<file path="src/include/ast_cfg.svh">
// ast_cfg.svh: offsets, field positions, reset values and timing counts
// assumes: included by the transmitter and the bench; definitions only
`ifndef AST_CFG_SVH
`define AST_CFG_SVH

// ----------------------------------------------------------------------
// register byte offsets
// ----------------------------------------------------------------------
`define AST_OFS_CTRL     8'h00
`define AST_OFS_FRAME    8'h04
`define AST_OFS_DIV      8'h08
`define AST_OFS_TXBUF    8'h0c
`define AST_OFS_STATUS   8'h10

// ----------------------------------------------------------------------
// control register fields
// ----------------------------------------------------------------------
`define AST_CTRL_ASYNC_N 0
`define AST_CTRL_EXTCLK  1
`define AST_CTRL_PRE16   2
`define AST_CTRL_IRQSRC  3
`define AST_CTRL_TXEN    4
`define AST_CTRL_RST     5'h00

// ----------------------------------------------------------------------
// frame format fields
// ----------------------------------------------------------------------
`define AST_FMT_LEN7     0
`define AST_FMT_PAREN    1
`define AST_FMT_PARODD   2
`define AST_FMT_STOP2    3
`define AST_FMT_RST      4'h0
`define AST_DIV_RST      8'h00

// ----------------------------------------------------------------------
// status fields
// ----------------------------------------------------------------------
`define AST_ST_TBE       0
`define AST_ST_TSC       1
`define AST_ST_IRQ       2

// ----------------------------------------------------------------------
// timing
// ----------------------------------------------------------------------
`define AST_OVERSAMPLE   16
`define AST_PRE_LO       4
`define AST_PRE_HI       16

`endif

</file>
<file path="src/include/ast_pkg.sv">
// ast_pkg: types shared by the serial transmitter
// assumes: compiled before the design module
package ast_pkg;
    // transmit sequencer states
    typedef enum logic [2:0] {
        AST_IDLE   = 3'b000,
        AST_START  = 3'b001,
        AST_DATA   = 3'b010,
        AST_PARITY = 3'b011,
        AST_STOP   = 3'b100
    } ast_state_e;
endpackage

</file>
<file path="src/hw/ast_uart_tx.sv">
// ast_uart_tx: asynchronous serial transmitter with ahb-lite registers
// assumes: single 40 mhz clock hclk; external shift clock arrives on a pin
// Operation
// asynchronous mode runs only while the mode select bit is zero.
// transmit and receive share one shift clock and frame format.
// clock select: 0 takes divider output/16, 1 external pin/16.
// with divider clock, the external clock pin stays undriven.
// bit rate is osc / (prescale x (setting + 1) x 16).
// prescale ratio is 4 when source bit is 0, else 16.
// divider setting is 8 bits, 0 through 255, software written.
// format b0: 0 gives 8 data bits, 1 gives 7.
// format b1 set appends a parity bit after the data.
// format b2: 0 even ones count, 1 odd ones count.
// format b3: 0 one stop bit, 1 two stop bits.
// every frame opens with one low start bit.
// data 0 is a low line, data 1 a high line.
// stop bits follow data, or parity when parity enabled.
// writing the transmit buffer clears buffer empty.
// moving buffer to shift register sets buffer empty.
// start bit leaves at a falling shift clock edge after load.
// next falling edge sends lsb, shifts, clears shift complete.
// one shift per falling edge, length bits, lsb first.
// divider clock stops at completion; back-to-back keeps it running.
// source bit 0: request set at buffer-to-shift move.
// source bit 1: request set when frame shifting finishes.
// software writes the next byte only while buffer empty reads 1.
// 7-bit parity covers only seven sent bits, ignoring bit 7.
//
// Chosen here: the address map and the AHB-Lite slave port.
`timescale 1ns/10ps
`include "ast_cfg.svh"

module ast_uart_tx
    import ast_pkg::*;
(
    input  wire logic        hclk,
    input  wire logic        hresetn,
    input  wire logic        hsel,
    input  wire logic [31:0] haddr,
    input  wire logic [1:0]  htrans,
    input  wire logic        hwrite,
    input  wire logic [2:0]  hsize,
    input  wire logic [31:0] hwdata,
    input  wire logic        hready,
    output logic      [31:0] hrdata,
    output logic             hreadyout,
    output logic             hresp,
    input  wire logic        ext_clk_in,
    output logic             ext_clk_oe_n,
    output logic             txd,
    output logic             tx_irq
);

    // ------------------------------------------------------------------
    // registers and state
    // ------------------------------------------------------------------
    logic [4:0]  ctrl_q;
    logic [3:0]  fmt_q;
    logic [7:0]  div_q;
    logic [7:0]  txbuf_q;
    logic        tbe_q;
    logic        tsc_q;
    logic        irq_q;
    logic        wr_pend_q;
    logic [7:0]  wr_addr_q;
    logic [7:0]  shreg_q;
    logic        par_q;
    logic [2:0]  bitcnt_q;
    logic        stop2_q;
    ast_state_e  state_q;
    logic [3:0]  pre_q;
    logic [7:0]  dcnt_q;
    logic [3:0]  sub_q;
    logic        ext_s1_q;
    logic        ext_s2_q;
    logic        ext_s3_q;

    logic        en_async;
    logic        tick16;
    logic        bit_tick;
    logic        buf_wr;
    logic        load;
    logic        done;
    logic        pre_tick;
    logic [3:0]  pre_max;
    logic        div_halt;

    assign en_async = ~ctrl_q[`AST_CTRL_ASYNC_N]
                    & ctrl_q[`AST_CTRL_TXEN];

    // ------------------------------------------------------------------
    // ahb-lite slave
    // ------------------------------------------------------------------
    // zero wait states; write lands at the end of the data phase
    always_ff @(posedge hclk or negedge hresetn) begin
        if (!hresetn) begin
            wr_pend_q <= 1'b0;
            wr_addr_q <= 8'h00;
        end else if (hready) begin
            wr_pend_q <= hsel & htrans[1] & hwrite;
            wr_addr_q <= haddr[7:0];
        end
    end

    // read data is registered so it stands through the data phase
    always_ff @(posedge hclk or negedge hresetn) begin
        if (!hresetn) begin
            hrdata <= 32'h0000_0000;
        end else if (hready && hsel && htrans[1] && !hwrite) begin
            unique case (haddr[7:0])
                `AST_OFS_CTRL:   hrdata <= {27'h0, ctrl_q};
                `AST_OFS_FRAME:  hrdata <= {28'h0, fmt_q};
                `AST_OFS_DIV:    hrdata <= {24'h0, div_q};
                `AST_OFS_TXBUF:  hrdata <= {24'h0, txbuf_q};
                `AST_OFS_STATUS: hrdata <= {29'h0, irq_q, tsc_q, tbe_q};
                default:         hrdata <= 32'h0000_0000;
            endcase
        end
    end

    always_ff @(posedge hclk or negedge hresetn) begin
        if (!hresetn) begin
            hreadyout <= 1'b1;
            hresp     <= 1'b0;
        end else begin
            hreadyout <= 1'b1;
            hresp     <= 1'b0;
        end
    end

    assign buf_wr = wr_pend_q && (wr_addr_q == `AST_OFS_TXBUF);

    // software-written configuration
    always_ff @(posedge hclk or negedge hresetn) begin
        if (!hresetn) begin
            ctrl_q  <= `AST_CTRL_RST;
            fmt_q   <= `AST_FMT_RST;
            div_q   <= `AST_DIV_RST;
            txbuf_q <= 8'h00;
        end else if (wr_pend_q) begin
            unique case (wr_addr_q)
                `AST_OFS_CTRL:  ctrl_q  <= hwdata[4:0];
                `AST_OFS_FRAME: fmt_q   <= hwdata[3:0];
                `AST_OFS_DIV:   div_q   <= hwdata[7:0];
                `AST_OFS_TXBUF: txbuf_q <= hwdata[7:0];
                default:        ;
            endcase
        end
    end

    // ------------------------------------------------------------------
    // shift clock: prescaler, rate divider, external pin, /16
    // ------------------------------------------------------------------
    assign pre_max  = ctrl_q[`AST_CTRL_PRE16] ? 4'(`AST_PRE_HI - 1)
                                              : 4'(`AST_PRE_LO - 1);
    assign pre_tick = (pre_q == pre_max);

    // parked while async mode is off, or with no frame running and nothing buffered to send
    assign div_halt = !en_async || (state_q == AST_IDLE && tbe_q);

    // divider clock halts when idle so frames start on a fresh period
    always_ff @(posedge hclk or negedge hresetn) begin
        if (!hresetn) begin
            pre_q  <= 4'h0;
            dcnt_q <= 8'h00;
        end else if (div_halt) begin
            pre_q  <= 4'h0;
            dcnt_q <= 8'h00;
        end else if (pre_tick) begin
            pre_q  <= 4'h0;
            dcnt_q <= (dcnt_q == div_q) ? 8'h00 : dcnt_q + 8'h01;
        end else begin
            pre_q  <= pre_q + 4'h1;
        end
    end

    // pin clock passes two flops; third stage only feeds edge detect
    always_ff @(posedge hclk or negedge hresetn) begin
        if (!hresetn) begin
            ext_s1_q <= 1'b1;
            ext_s2_q <= 1'b1;
            ext_s3_q <= 1'b1;
        end else begin
            ext_s1_q <= ext_clk_in;
            ext_s2_q <= ext_s1_q;
            ext_s3_q <= ext_s2_q;
        end
    end

    // one pulse per divider period or external falling edge
    always_comb begin
        if (ctrl_q[`AST_CTRL_EXTCLK])
            tick16 = ext_s3_q & ~ext_s2_q;
        else
            tick16 = pre_tick && (dcnt_q == div_q);
    end

    // common /16 stage; bit_tick stands for the falling shift clock edge
    always_ff @(posedge hclk or negedge hresetn) begin
        if (!hresetn) begin
            sub_q <= 4'h0;
        end else if (div_halt) begin
            sub_q <= 4'h0;
        end else if (tick16) begin
            sub_q <= sub_q + 4'h1;
        end
    end
    assign bit_tick = tick16 && (sub_q == 4'(`AST_OVERSAMPLE - 1));

    // external clock pin: output enable held off, left as a port line
    always_ff @(posedge hclk or negedge hresetn) begin
        if (!hresetn) begin
            ext_clk_oe_n <= 1'b1;
        end else begin
            ext_clk_oe_n <= 1'b1;
        end
    end

    // ------------------------------------------------------------------
    // transmit sequencer
    // ------------------------------------------------------------------
    assign load = en_async && !tbe_q && bit_tick
                && (state_q == AST_IDLE || done);
    assign done = bit_tick && state_q == AST_STOP && !stop2_q;

    // buffer empty: write clears, move sets; write wins over move
    always_ff @(posedge hclk or negedge hresetn) begin
        if (!hresetn) begin
            tbe_q <= 1'b1;
        end else if (buf_wr) begin
            tbe_q <= 1'b0;
        end else if (load) begin
            tbe_q <= 1'b1;
        end
    end

    // shift complete flag: set at frame end unless a buffered byte loads at that edge, cleared with first data bit
    always_ff @(posedge hclk or negedge hresetn) begin
        if (!hresetn) begin
            tsc_q <= 1'b1;
        end else if (done && !load) begin
            tsc_q <= 1'b1;
        end else if (bit_tick && state_q == AST_START) begin
            tsc_q <= 1'b0;
        end
    end

    // frame walk: start, data lsb first, parity, stop
    always_ff @(posedge hclk or negedge hresetn) begin
        if (!hresetn) begin
            state_q  <= AST_IDLE;
            shreg_q  <= 8'h00;
            par_q    <= 1'b0;
            bitcnt_q <= 3'h0;
            stop2_q  <= 1'b0;
            txd      <= 1'b1;
        end else if (!en_async) begin
            state_q  <= AST_IDLE;
            txd      <= 1'b1;
        end else if (load) begin
            state_q  <= AST_START;
            shreg_q  <= txbuf_q;
            // parity over sent bits only; even sense starts at zero
            par_q    <= fmt_q[`AST_FMT_PARODD]
                      ^ (^txbuf_q[6:0])
                      ^ (txbuf_q[7] & ~fmt_q[`AST_FMT_LEN7]);
            bitcnt_q <= fmt_q[`AST_FMT_LEN7] ? 3'h6 : 3'h7;
            txd      <= 1'b0;
        end else if (bit_tick) begin
            unique case (state_q)
                AST_IDLE: begin
                    txd <= 1'b1;
                end
                AST_START, AST_DATA: begin
                    if (state_q == AST_DATA && bitcnt_q == 3'h0) begin
                        state_q <= fmt_q[`AST_FMT_PAREN] ? AST_PARITY
                                                         : AST_STOP;
                        txd     <= fmt_q[`AST_FMT_PAREN] ? par_q
                                                         : 1'b1;
                        stop2_q <= fmt_q[`AST_FMT_STOP2];
                    end else begin
                        if (state_q == AST_DATA)
                            bitcnt_q <= bitcnt_q - 3'h1;
                        state_q <= AST_DATA;
                        txd     <= shreg_q[0];
                        shreg_q <= {1'b0, shreg_q[7:1]};
                    end
                end
                AST_PARITY: begin
                    state_q <= AST_STOP;
                    txd     <= 1'b1;
                end
                AST_STOP: begin
                    if (stop2_q) begin
                        stop2_q <= 1'b0;
                    end else begin
                        state_q <= AST_IDLE;
                    end
                    txd <= 1'b1;
                end
                default: begin
                    state_q <= AST_IDLE;
                    txd     <= 1'b1;
                end
            endcase
        end
    end

    // ------------------------------------------------------------------
    // transmit interrupt request; cleared by writing the status word with its irq bit set
    // ------------------------------------------------------------------
    always_ff @(posedge hclk or negedge hresetn) begin
        if (!hresetn) begin
            irq_q <= 1'b0;
        end else if (load && !ctrl_q[`AST_CTRL_IRQSRC]) begin
            irq_q <= 1'b1;
        end else if (done && ctrl_q[`AST_CTRL_IRQSRC]) begin
            irq_q <= 1'b1;
        end else if (wr_pend_q && wr_addr_q == `AST_OFS_STATUS
                     && hwdata[`AST_ST_IRQ]) begin
            irq_q <= 1'b0;
        end
    end

    always_ff @(posedge hclk or negedge hresetn) begin
        if (!hresetn)
            tx_irq <= 1'b0;
        else
            tx_irq <= irq_q;
    end

    // ------------------------------------------------------------------
    // checks
    // ------------------------------------------------------------------
    AST_WR_CLEARS_TBE: assert property (@(posedge hclk)
        disable iff (!hresetn) buf_wr |=> !tbe_q)
        else $error("buffer write left empty set");
    AST_LOAD_SETS_TBE: assert property (@(posedge hclk)
        disable iff (!hresetn) load && !buf_wr |=> tbe_q)
        else $error("move left empty clear");
    AST_START_LOW: assert property (@(posedge hclk)
        disable iff (!hresetn) load |=> !txd && state_q == AST_START)
        else $error("start bit not low");
    AST_FIRST_BIT: assert property (@(posedge hclk)
        disable iff (!hresetn)
        en_async && bit_tick && state_q == AST_START && !load
        |=> txd == $past(shreg_q[0]) && !tsc_q)
        else $error("lsb not sent first");
    AST_IDLE_HIGH: assert property (@(posedge hclk)
        disable iff (!hresetn) state_q == AST_IDLE && !load |=> txd)
        else $error("line not high when idle");
    AST_IRQ_MOVE: assert property (@(posedge hclk)
        disable iff (!hresetn)
        load && !ctrl_q[`AST_CTRL_IRQSRC] |=> ##1 tx_irq)
        else $error("no request on move");
    AST_IRQ_DONE: assert property (@(posedge hclk)
        disable iff (!hresetn) done && ctrl_q[`AST_CTRL_IRQSRC] |=> irq_q)
        else $error("no request at completion");
    AST_PIN_FREE: assert property (@(posedge hclk)
        disable iff (!hresetn) !ctrl_q[`AST_CTRL_EXTCLK] |-> ext_clk_oe_n)
        else $error("clock pin driven");
    AST_OFF_IDLE: assert property (@(posedge hclk)
        disable iff (!hresetn)
        ctrl_q[`AST_CTRL_ASYNC_N] |=> state_q == AST_IDLE)
        else $error("sequencer ran outside async mode");
    AST_DATA_LSB: assert property (@(posedge hclk)
        disable iff (!hresetn)
        en_async && bit_tick && state_q == AST_DATA && bitcnt_q != 3'h0
        |=> txd == $past(shreg_q[0]))
        else $error("data bit order");
    AST_PAR_STOP: assert property (@(posedge hclk)
        disable iff (!hresetn)
        en_async && bit_tick && state_q == AST_PARITY
        |=> txd && state_q == AST_STOP)
        else $error("no stop after parity");

endmodule

</file>
<file path="config.mk">
export PLATFORM = sky130hd
export DESIGN_NAME = ast_uart_tx
export DESIGN_NICKNAME = d
export VERILOG_FILES = /design/src/include/ast_pkg.sv /design/src/hw/ast_uart_tx.sv
export VERILOG_INCLUDE_DIRS = /design/src /design/src/include
export SDC_FILE = /design/constraint.sdc
export NUM_CORES = 1
export LEC_CHECK = 0
export ABC_AREA = 1
export ABC_CLOCK_PERIOD_IN_PS = 2200
export BUFFER_PORTS_ARGS = -buffer_cell sky130_fd_sc_hd__buf_2
export CORE_MARGIN = 4
export CORE_UTILIZATION = 43
export DETAILED_ROUTE_END_ITERATION = 10
export PLACE_DENSITY = 0.67
export SLEW_MARGIN = 0
export SYNTH_ARGS = -nofsm -noshare
export SYNTH_HDL_FRONTEND = slang
export SYNTH_SLANG_ARGS = --single-unit
</file>
<file path="constraint.sdc">
create_clock -name hclk -period 2.2 [get_ports hclk]
set_clock_uncertainty 0.15 [all_clocks]
set_input_delay 0.44 -clock hclk [delete_from_list [all_inputs] [get_ports hclk]]
set_output_delay 0.44 -clock hclk [all_outputs]
set_load 0.01 [all_outputs]
</file>
Yosys cells after proc, flatten, opt, wreduce, memory -nomap -nowiden:

Cells that the tools add are included.

* output and inout bits: 37
* register bits after elaboration: 106

* reduce and logical (&&, ||, !) cells: 51
* add/subtract/negate cells: 4
* bitwise logic cells: 11
* equal/unequal tests: 20
* muxes and demuxes: 42

Operators by type and width (count)
* $mux W8: 7
* $pmux W8 S5: 1
* $mux W3: 11
* $eq A8 B4 Y1 const B: 4
* $mux W4: 5
* $logic_and A1 B1 Y1: 19
* $eq A8 B3 Y1 const B: 2
* $eq A8 B5 Y1 const B: 2
* $logic_not A8 Y1: 2
* $mux W1: 16
* $reduce_bool A2 Y1: 8
* $pmux W3 S4: 1
* $reduce_and A2 Y1: 5
* $reduce_and A5 Y1: 2
* $add A4 B1 Y4 const B: 2
* $add A8 B1 Y8 const B: 1
* $eq A8 B8 Y1: 1
* $reduce_xor A7 Y1: 1
* $eq A3 B2 Y1 const B: 2
* $logic_not A1 Y1: 6
* $logic_not A3 Y1: 2
* $and A1 B1 Y1: 5
* $eq A4 B4 Y1: 1
* $eq A4 B4 Y1 const B: 1
* other kinds (15): 21

Logic depth before layout (Yosys ltp):

* word-level depth: 12
* gate-level depth with buffers: 13
* gate-level depth less buffers: 13

Least setup slack after synthesis:

OpenSTA, ideal clock, no wires.

* path type: flip-flop to flip-flop
* from: register dcnt_q[0]
* to: register bitcnt_q[0]
* setup slack: 477 ps
* clock period less this slack: 1723 ps
* arrival time: 1454 ps
* cell stages (with the launch flop): 12
* path buffers: 1
* data required time: 1931 ps
* cells stage by stage: dfrtp_1 -> xnor2_1 -> nand2_1 -> nor2_4 -> nand3_2 -> nand2_4 -> o2111ai_4 -> buf_6 -> nand2_1 -> nand2_1 -> nor2_1 -> nor2_1

* cells in the longest elaborated chain, start to end: 10

RTL lines
* from (decl): RTL line ast_uart_tx.sv:72 `logic [7:0] dcnt_q;`
* from (signal assigned): RTL line ast_uart_tx.sv:171 `dcnt_q <= (dcnt_q == div_q) ? 8'h00 : dcnt_q + 8'h01;`
* $eq A8 B8 Y1 (*): RTL line ast_uart_tx.sv:195 `tick16 = pre_tick && (dcnt_q == div_q);`
* $logic_and A1 B1 Y1 (*): RTL line ast_uart_tx.sv:195
* $mux W1 (*): RTL line ast_uart_tx.sv:192 `` if (ctrl_q[`AST_CTRL_EXTCLK]) ``
* $logic_and A1 B1 Y1 (*): RTL line ast_uart_tx.sv:208 `` assign bit_tick = tick16 && (sub_q == 4'(`AST_OVERSAMPLE - 1)); ``
* $logic_and A1 B1 Y1 (2 in a row): RTL line ast_uart_tx.sv:224 `assign done = bit_tick && state_q == AST_STOP && !stop2_q;`
* $logic_or A1 B1 Y1: RTL line ast_uart_tx.sv:223 `&& (state_q == AST_IDLE || done);`
* $logic_and A1 B1 Y1: RTL line ast_uart_tx.sv:223
* $ne A2 B2 Y1 (no line) or $reduce_bool A2 Y1 (tied branches)
* $reduce_and A5 Y1 (no line)
* to (signal assigned): RTL line ast_uart_tx.sv:267 `` bitcnt_q <= fmt_q[`AST_FMT_LEN7] ? 3'h6 : 3'h7; ``
* to (signal assigned): RTL line ast_uart_tx.sv:283 `bitcnt_q <= bitcnt_q - 3'h1;`
* to (decl): RTL line ast_uart_tx.sv:68 `logic [2:0] bitcnt_q;`

Mark *: on every way between the ends. The rest lies on a longest branch, timed or not.
A chain may end at the register's enable or synchronous reset.

Final worst setup path:

* from: register div_q[6]
* to: register state_q[0]

* cells in the longest elaborated chain, start to end: 10

RTL lines
* from (decl): RTL line ast_uart_tx.sv:59 `logic [7:0] div_q;`
* from (signal assigned): RTL line ast_uart_tx.sv:138 `` div_q <= `AST_DIV_RST; ``
* from (signal assigned): RTL line ast_uart_tx.sv:144 `` `AST_OFS_DIV: div_q <= hwdata[7:0]; ``
* $eq A8 B8 Y1 (*): RTL line ast_uart_tx.sv:195
* $logic_and A1 B1 Y1 (*): RTL line ast_uart_tx.sv:195
* $mux W1 (*): RTL line ast_uart_tx.sv:192
* $logic_and A1 B1 Y1 (*): RTL line ast_uart_tx.sv:208
* $logic_and A1 B1 Y1 (2 in a row): RTL line ast_uart_tx.sv:224
* $logic_or A1 B1 Y1: RTL line ast_uart_tx.sv:223
* $logic_and A1 B1 Y1: RTL line ast_uart_tx.sv:223
* $ne A4 B4 Y1 (no line) (tied with other cells)
* $reduce_and A3 Y1 (no line) or $mux W3 (tied branches)
* to (signal assigned): RTL line ast_uart_tx.sv:276 `` state_q <= fmt_q[`AST_FMT_PAREN] ? AST_PARITY ``
* to (decl): RTL line ast_uart_tx.sv:70 `ast_state_e state_q;`

Marked as above.

==> impl_summary.txt <==
----------------------------------------------------
[Place]
  Number of input and output port buffers inserted ... 32
  Gp weighted congestion ... 0.856
  Placed Instance Area ... 4640 um^2
  Setup WS pre-CTS ... 0.170 ns
  Post-detail-place hpwl ... 7290 um

[Worst hold path]
  Hold/Removal Path Class ... in -> reg
  HP Start ... ext_clk_in
  Endpoint, Worst Hold ... ext_s1_q$_DFF_PN1_
  Hold depth ... 1

[Layout]
  Sequential cell area ... 2060 um^2
  Final layout net count ... 669
  Most frequent standard cell in the layout excluding fill and tap cells ... sky130_fd_sc_hd__nand2_1
  Commonest cells after routing, fill and taps aside ... 144 x sky130_fd_sc_hd__nand2_1, 75 x sky130_fd_sc_hd__dfrtp_1, 74 x sky130_fd_sc_hd__inv_1
  Fillcell total ... 966
  Diodes inserted ... 0
  Area occupied by multi-input gates ... 1870 um^2
  Fraction of layout cells with a size suffix above 1 ... 15.2%
  Growth of design area from synthesis to finish ... 10.5%
  Finished Core Util ... 49.1%
  Non-Filler Cell Area, Final ... 4850 um^2

[Timing]
  Worst Hold Slack ... 0.0257 ns
  Final-report hold violation count ... 0
  Final critical-path setup slack ... 0.172 ns
  Setup repair after global routing missed its margin ... no
  Total Neg Setup Slack ... 0 ns
  Period utilisation layout ... 92.2%
  Total of endpoints with negative setup slack in the final report ... 0
  Maximum operating frequency ... 493 MHz
  Final Critical Period ... 2.03 ns
  Number of slew-limit violations in the final report ... 0

[Worst setup path]
  Bufs and invs on worst path ... 1
  Reg2Reg Capture Point ... state_q[0]$_DFFE_PN0P_
  Critical Path AT ... 2.14 ns
  Data required time of the critical path ... 2.31 ns
  Top Family by Delay on Critical Path ... simple AND/OR/NAND/NOR gates
  Worst R2R Start ... div_q[6]$_DFFE_PN0P_
  Startpoint types ... flop
  Max Fanout on Critical Path ... 8
  Logic depth of the worst register-to-register path ... 10
  Critical path's slowest cell ... sky130_fd_sc_hd__dfrtp_1
  Register-to-register setup slack ... 0.17 ns
  CP cell instances ... xnor2_1, nand2_1, nor2_2, nand3_2, nand2_4, buf_4, nand3_1, nand2_1, nand3_1, a31oi_1
  Start-to-end type of the worst setup path ... reg -> reg
  Kind of end point of the critical path ... flop
  Largest stage delay on the critical path ... 0.42 ns

[Power and ir drop]
  Leakage Power ... 2.55 nW
  Internal Dissipation ... 0.00212 W
  Sequential share of power ... 55.1%
  Cell area power density ... 610 nW/um^2
  Worst voltage drop across the vdd grid ... 0.301 mV
  Power share of the clock group ... 33.9%
  Net switching power ... 0.000833 W
  Switching part of the total ... 28.2%
  Comb power frac ... 10.9%

[Job]
  Maxcap violations ... 0

[Routing]
  Total via count in the routed design ... 3492
  Final routed wirelength across all metal layers ... 9410 um
  Final routed wire length divided by cell count ... 12.9 um
  Average via count per standard cell ... 4.80
  Remaining number of nets flagged by the antenna check after routing ... 0
  First drt pass iteration count ... 4
  Residual DRC ... 0
  Initial DRC Count ... 170

[Floorplan]
  Number of cell rows ... 36
  IO Pins ... 112
  Total die area ... 11900 um^2
  Floorplan die height ... 109 um
  Starting density of the core ... 44.5%
  Die W ... 109 um
  CORE AREA ... 9860 um^2

[Synthesis]
  Ys flop type ... sky130_fd_sc_hd__dfrtp_1
  YS warnings ... 0
  FFs w/ async S/R, synth ... 100%
  Post-synthesis sequential area ratio ... 46.9%
  Number of unique standard cell types used by synthesis ... 41
  Post-synthesis area per instance ... 8.03 um^2
  Area of the mapped netlist ... 4390 um^2
  Count of flip-flops with a built-in enable after synthesis ... 0
  Cells after Synth ... 546
  Count of state elements after synthesis ... 82

[GRT]
  Via count of the first global-routing pass ... 3336
  Global-route congestion overflow total ... 0
  Maximum number of pins on one net before global-route repair ... 39
  Wire length of the first global-routing pass ... 15500 um
  All-layer global routing usage ... 16.8%
  Antenna violations before repair ... 0

[Clock tree]
  Clock Sinks ... 82
  CTS buffer count ... 9
  Total number of H-tree levels ... 3
  Register clock-pin slew on the reported worst setup and hold paths ... 0.08 ns
  Clock buffer depth ... 2
  Later-pin clock latency in the skew report ... 0.36 ns
  Clock tree from TritonCTS ... yes
  CTS Root Buffer Type ... sky130_fd_sc_hd__clkbuf_8

[Outcome]
  Result of the run ... finished, final reports clean

----------------------------------------------------
power groups by stage:
stage               sequential [W]  clock, W  combinational, W
floorplan                  0.00164         0          0.000242
global placement           0.00166         0          0.000318
detailed placement         0.00166         0          0.000326
CTS                        0.00163   0.00103          0.000327
global route               0.00164   0.00110          0.000376
finish                     0.00163   0.00100          0.000324
sequential cells by signal, summed over array words and instances (netlist names), 5 cells and up:
| register | cells |
|---|---|
| shreg_q | 8 |
| div_q | 8 |
| ctrl_q | 5 |
| wr_addr_q | 8 |
| dcnt_q | 8 |
| txbuf_q | 8 |
| hrdata | 8 |
kinds of logic after synthesis:
| group | count (synthesis) | synth area share (%) |
|---|---|---|
| AOI/OAI and AO/OA | 89 | 11.5 |
| xor gates and xnor gates | 16 | 3.19 |
| and+or+nand+nor | 235 | 23.4 |
| muxes | 3 | 0.742 |
| other | 2 | 0.171 |
| DFF | 82 | 46.9 |
| buffers and inverters | 114 | 12.7 |
| adders and majority gates | 5 | 1.43 |
through the flow:
step                cells  total power, W
finish                727         0.00296
global route          727         0.00312
CTS                   726         0.00299
detailed placement    709         0.00198
global placement      709         0.00197
floorplan             571         0.00189
worst max path at each step:
stage | startpoint | end | slack, ns | depth (start not counted)
global placement | div_q[4]$_DFFE_PN0P_ | shreg_q[7]$_DFFE_PN0P_ | 0.25 | 13
global route | div_q[4]$_DFFE_PN0P_ | shreg_q[3]$_DFFE_PN0P_ | 0.002 | 14
finish | div_q[6]$_DFFE_PN0P_ | state_q[0]$_DFFE_PN0P_ | 0.17 | 10
detailed placement | dcnt_q[6]$_DFFE_PN0P_ | state_q[0]$_DFFE_PN0P_ | 0.17 | 10
floorplan | dcnt_q[0]$_DFFE_PN0P_ | bitcnt_q[0]$_DFFE_PN0P_ | 0.48 | 11
CTS | dcnt_q[6]$_DFFE_PN0P_ | state_q[0]$_DFFE_PN0P_ | 0.14 | 10
Yosys cell counts, drive strengths merged, types with 6 or more instances:
cell type	instances	area share (%)
nand4	6	0.86
o22ai	11	1.6
nor3	11	1.6
o21ai	55	6.4
buf	30	5.4
xnor2	11	2.2
dfrtp	76	43
inv	78	6.7
nor2	45	4.4
nand2	147	13
dfstp	6	3.6
nand3	22	2.7
a21oi	13	1.5
routing by layer:
| layer | GRT usage, % | routed length [um] |
|---|---|---|
| met4 | 5.59 | 167 |
| met3 | 4.44 | 477 |
| met2 | 26.7 | 4420 |
| met5 | 0 | 0 |
| met1 | 22.3 | 4350 |
worst register-to-register path, stage by stage, from the launching register on:
cell and delay [ns]:
sky130_fd_sc_hd__dfrtp_1 0.42, sky130_fd_sc_hd__xnor2_1 0.18, sky130_fd_sc_hd__nand2_1 0.08, sky130_fd_sc_hd__nor2_2 0.15
sky130_fd_sc_hd__nand3_2 0.12, sky130_fd_sc_hd__nand2_4 0.08, sky130_fd_sc_hd__buf_4 0.16, sky130_fd_sc_hd__nand3_1 0.16
sky130_fd_sc_hd__nand2_1 0.13, sky130_fd_sc_hd__nand3_1 0.11, sky130_fd_sc_hd__a31oi_1 0.20
final cells by class:
| cell class | count | area share, % |
|---|---|---|
| Timing Repair Buffer | 42 | 5.47 |
| Sequential cell | 82 | 42.5 |
| Clock inverter | 6 | 0.878 |
| Clock buffer | 10 | 2.84 |
| Multi-Input combinational cell | 375 | 38.6 |
| Inverter | 79 | 6.22 |
| Tap cell | 133 | 3.43 |
timing repair:
action,CTS,global route
gates resized for setup,0,3
endpoints found under the setup margin,0,6
endpoints found under the hold margin,14,0
hold buffers,1,0
buffers inserted,0,1
(Power assumes the default switching activity.)
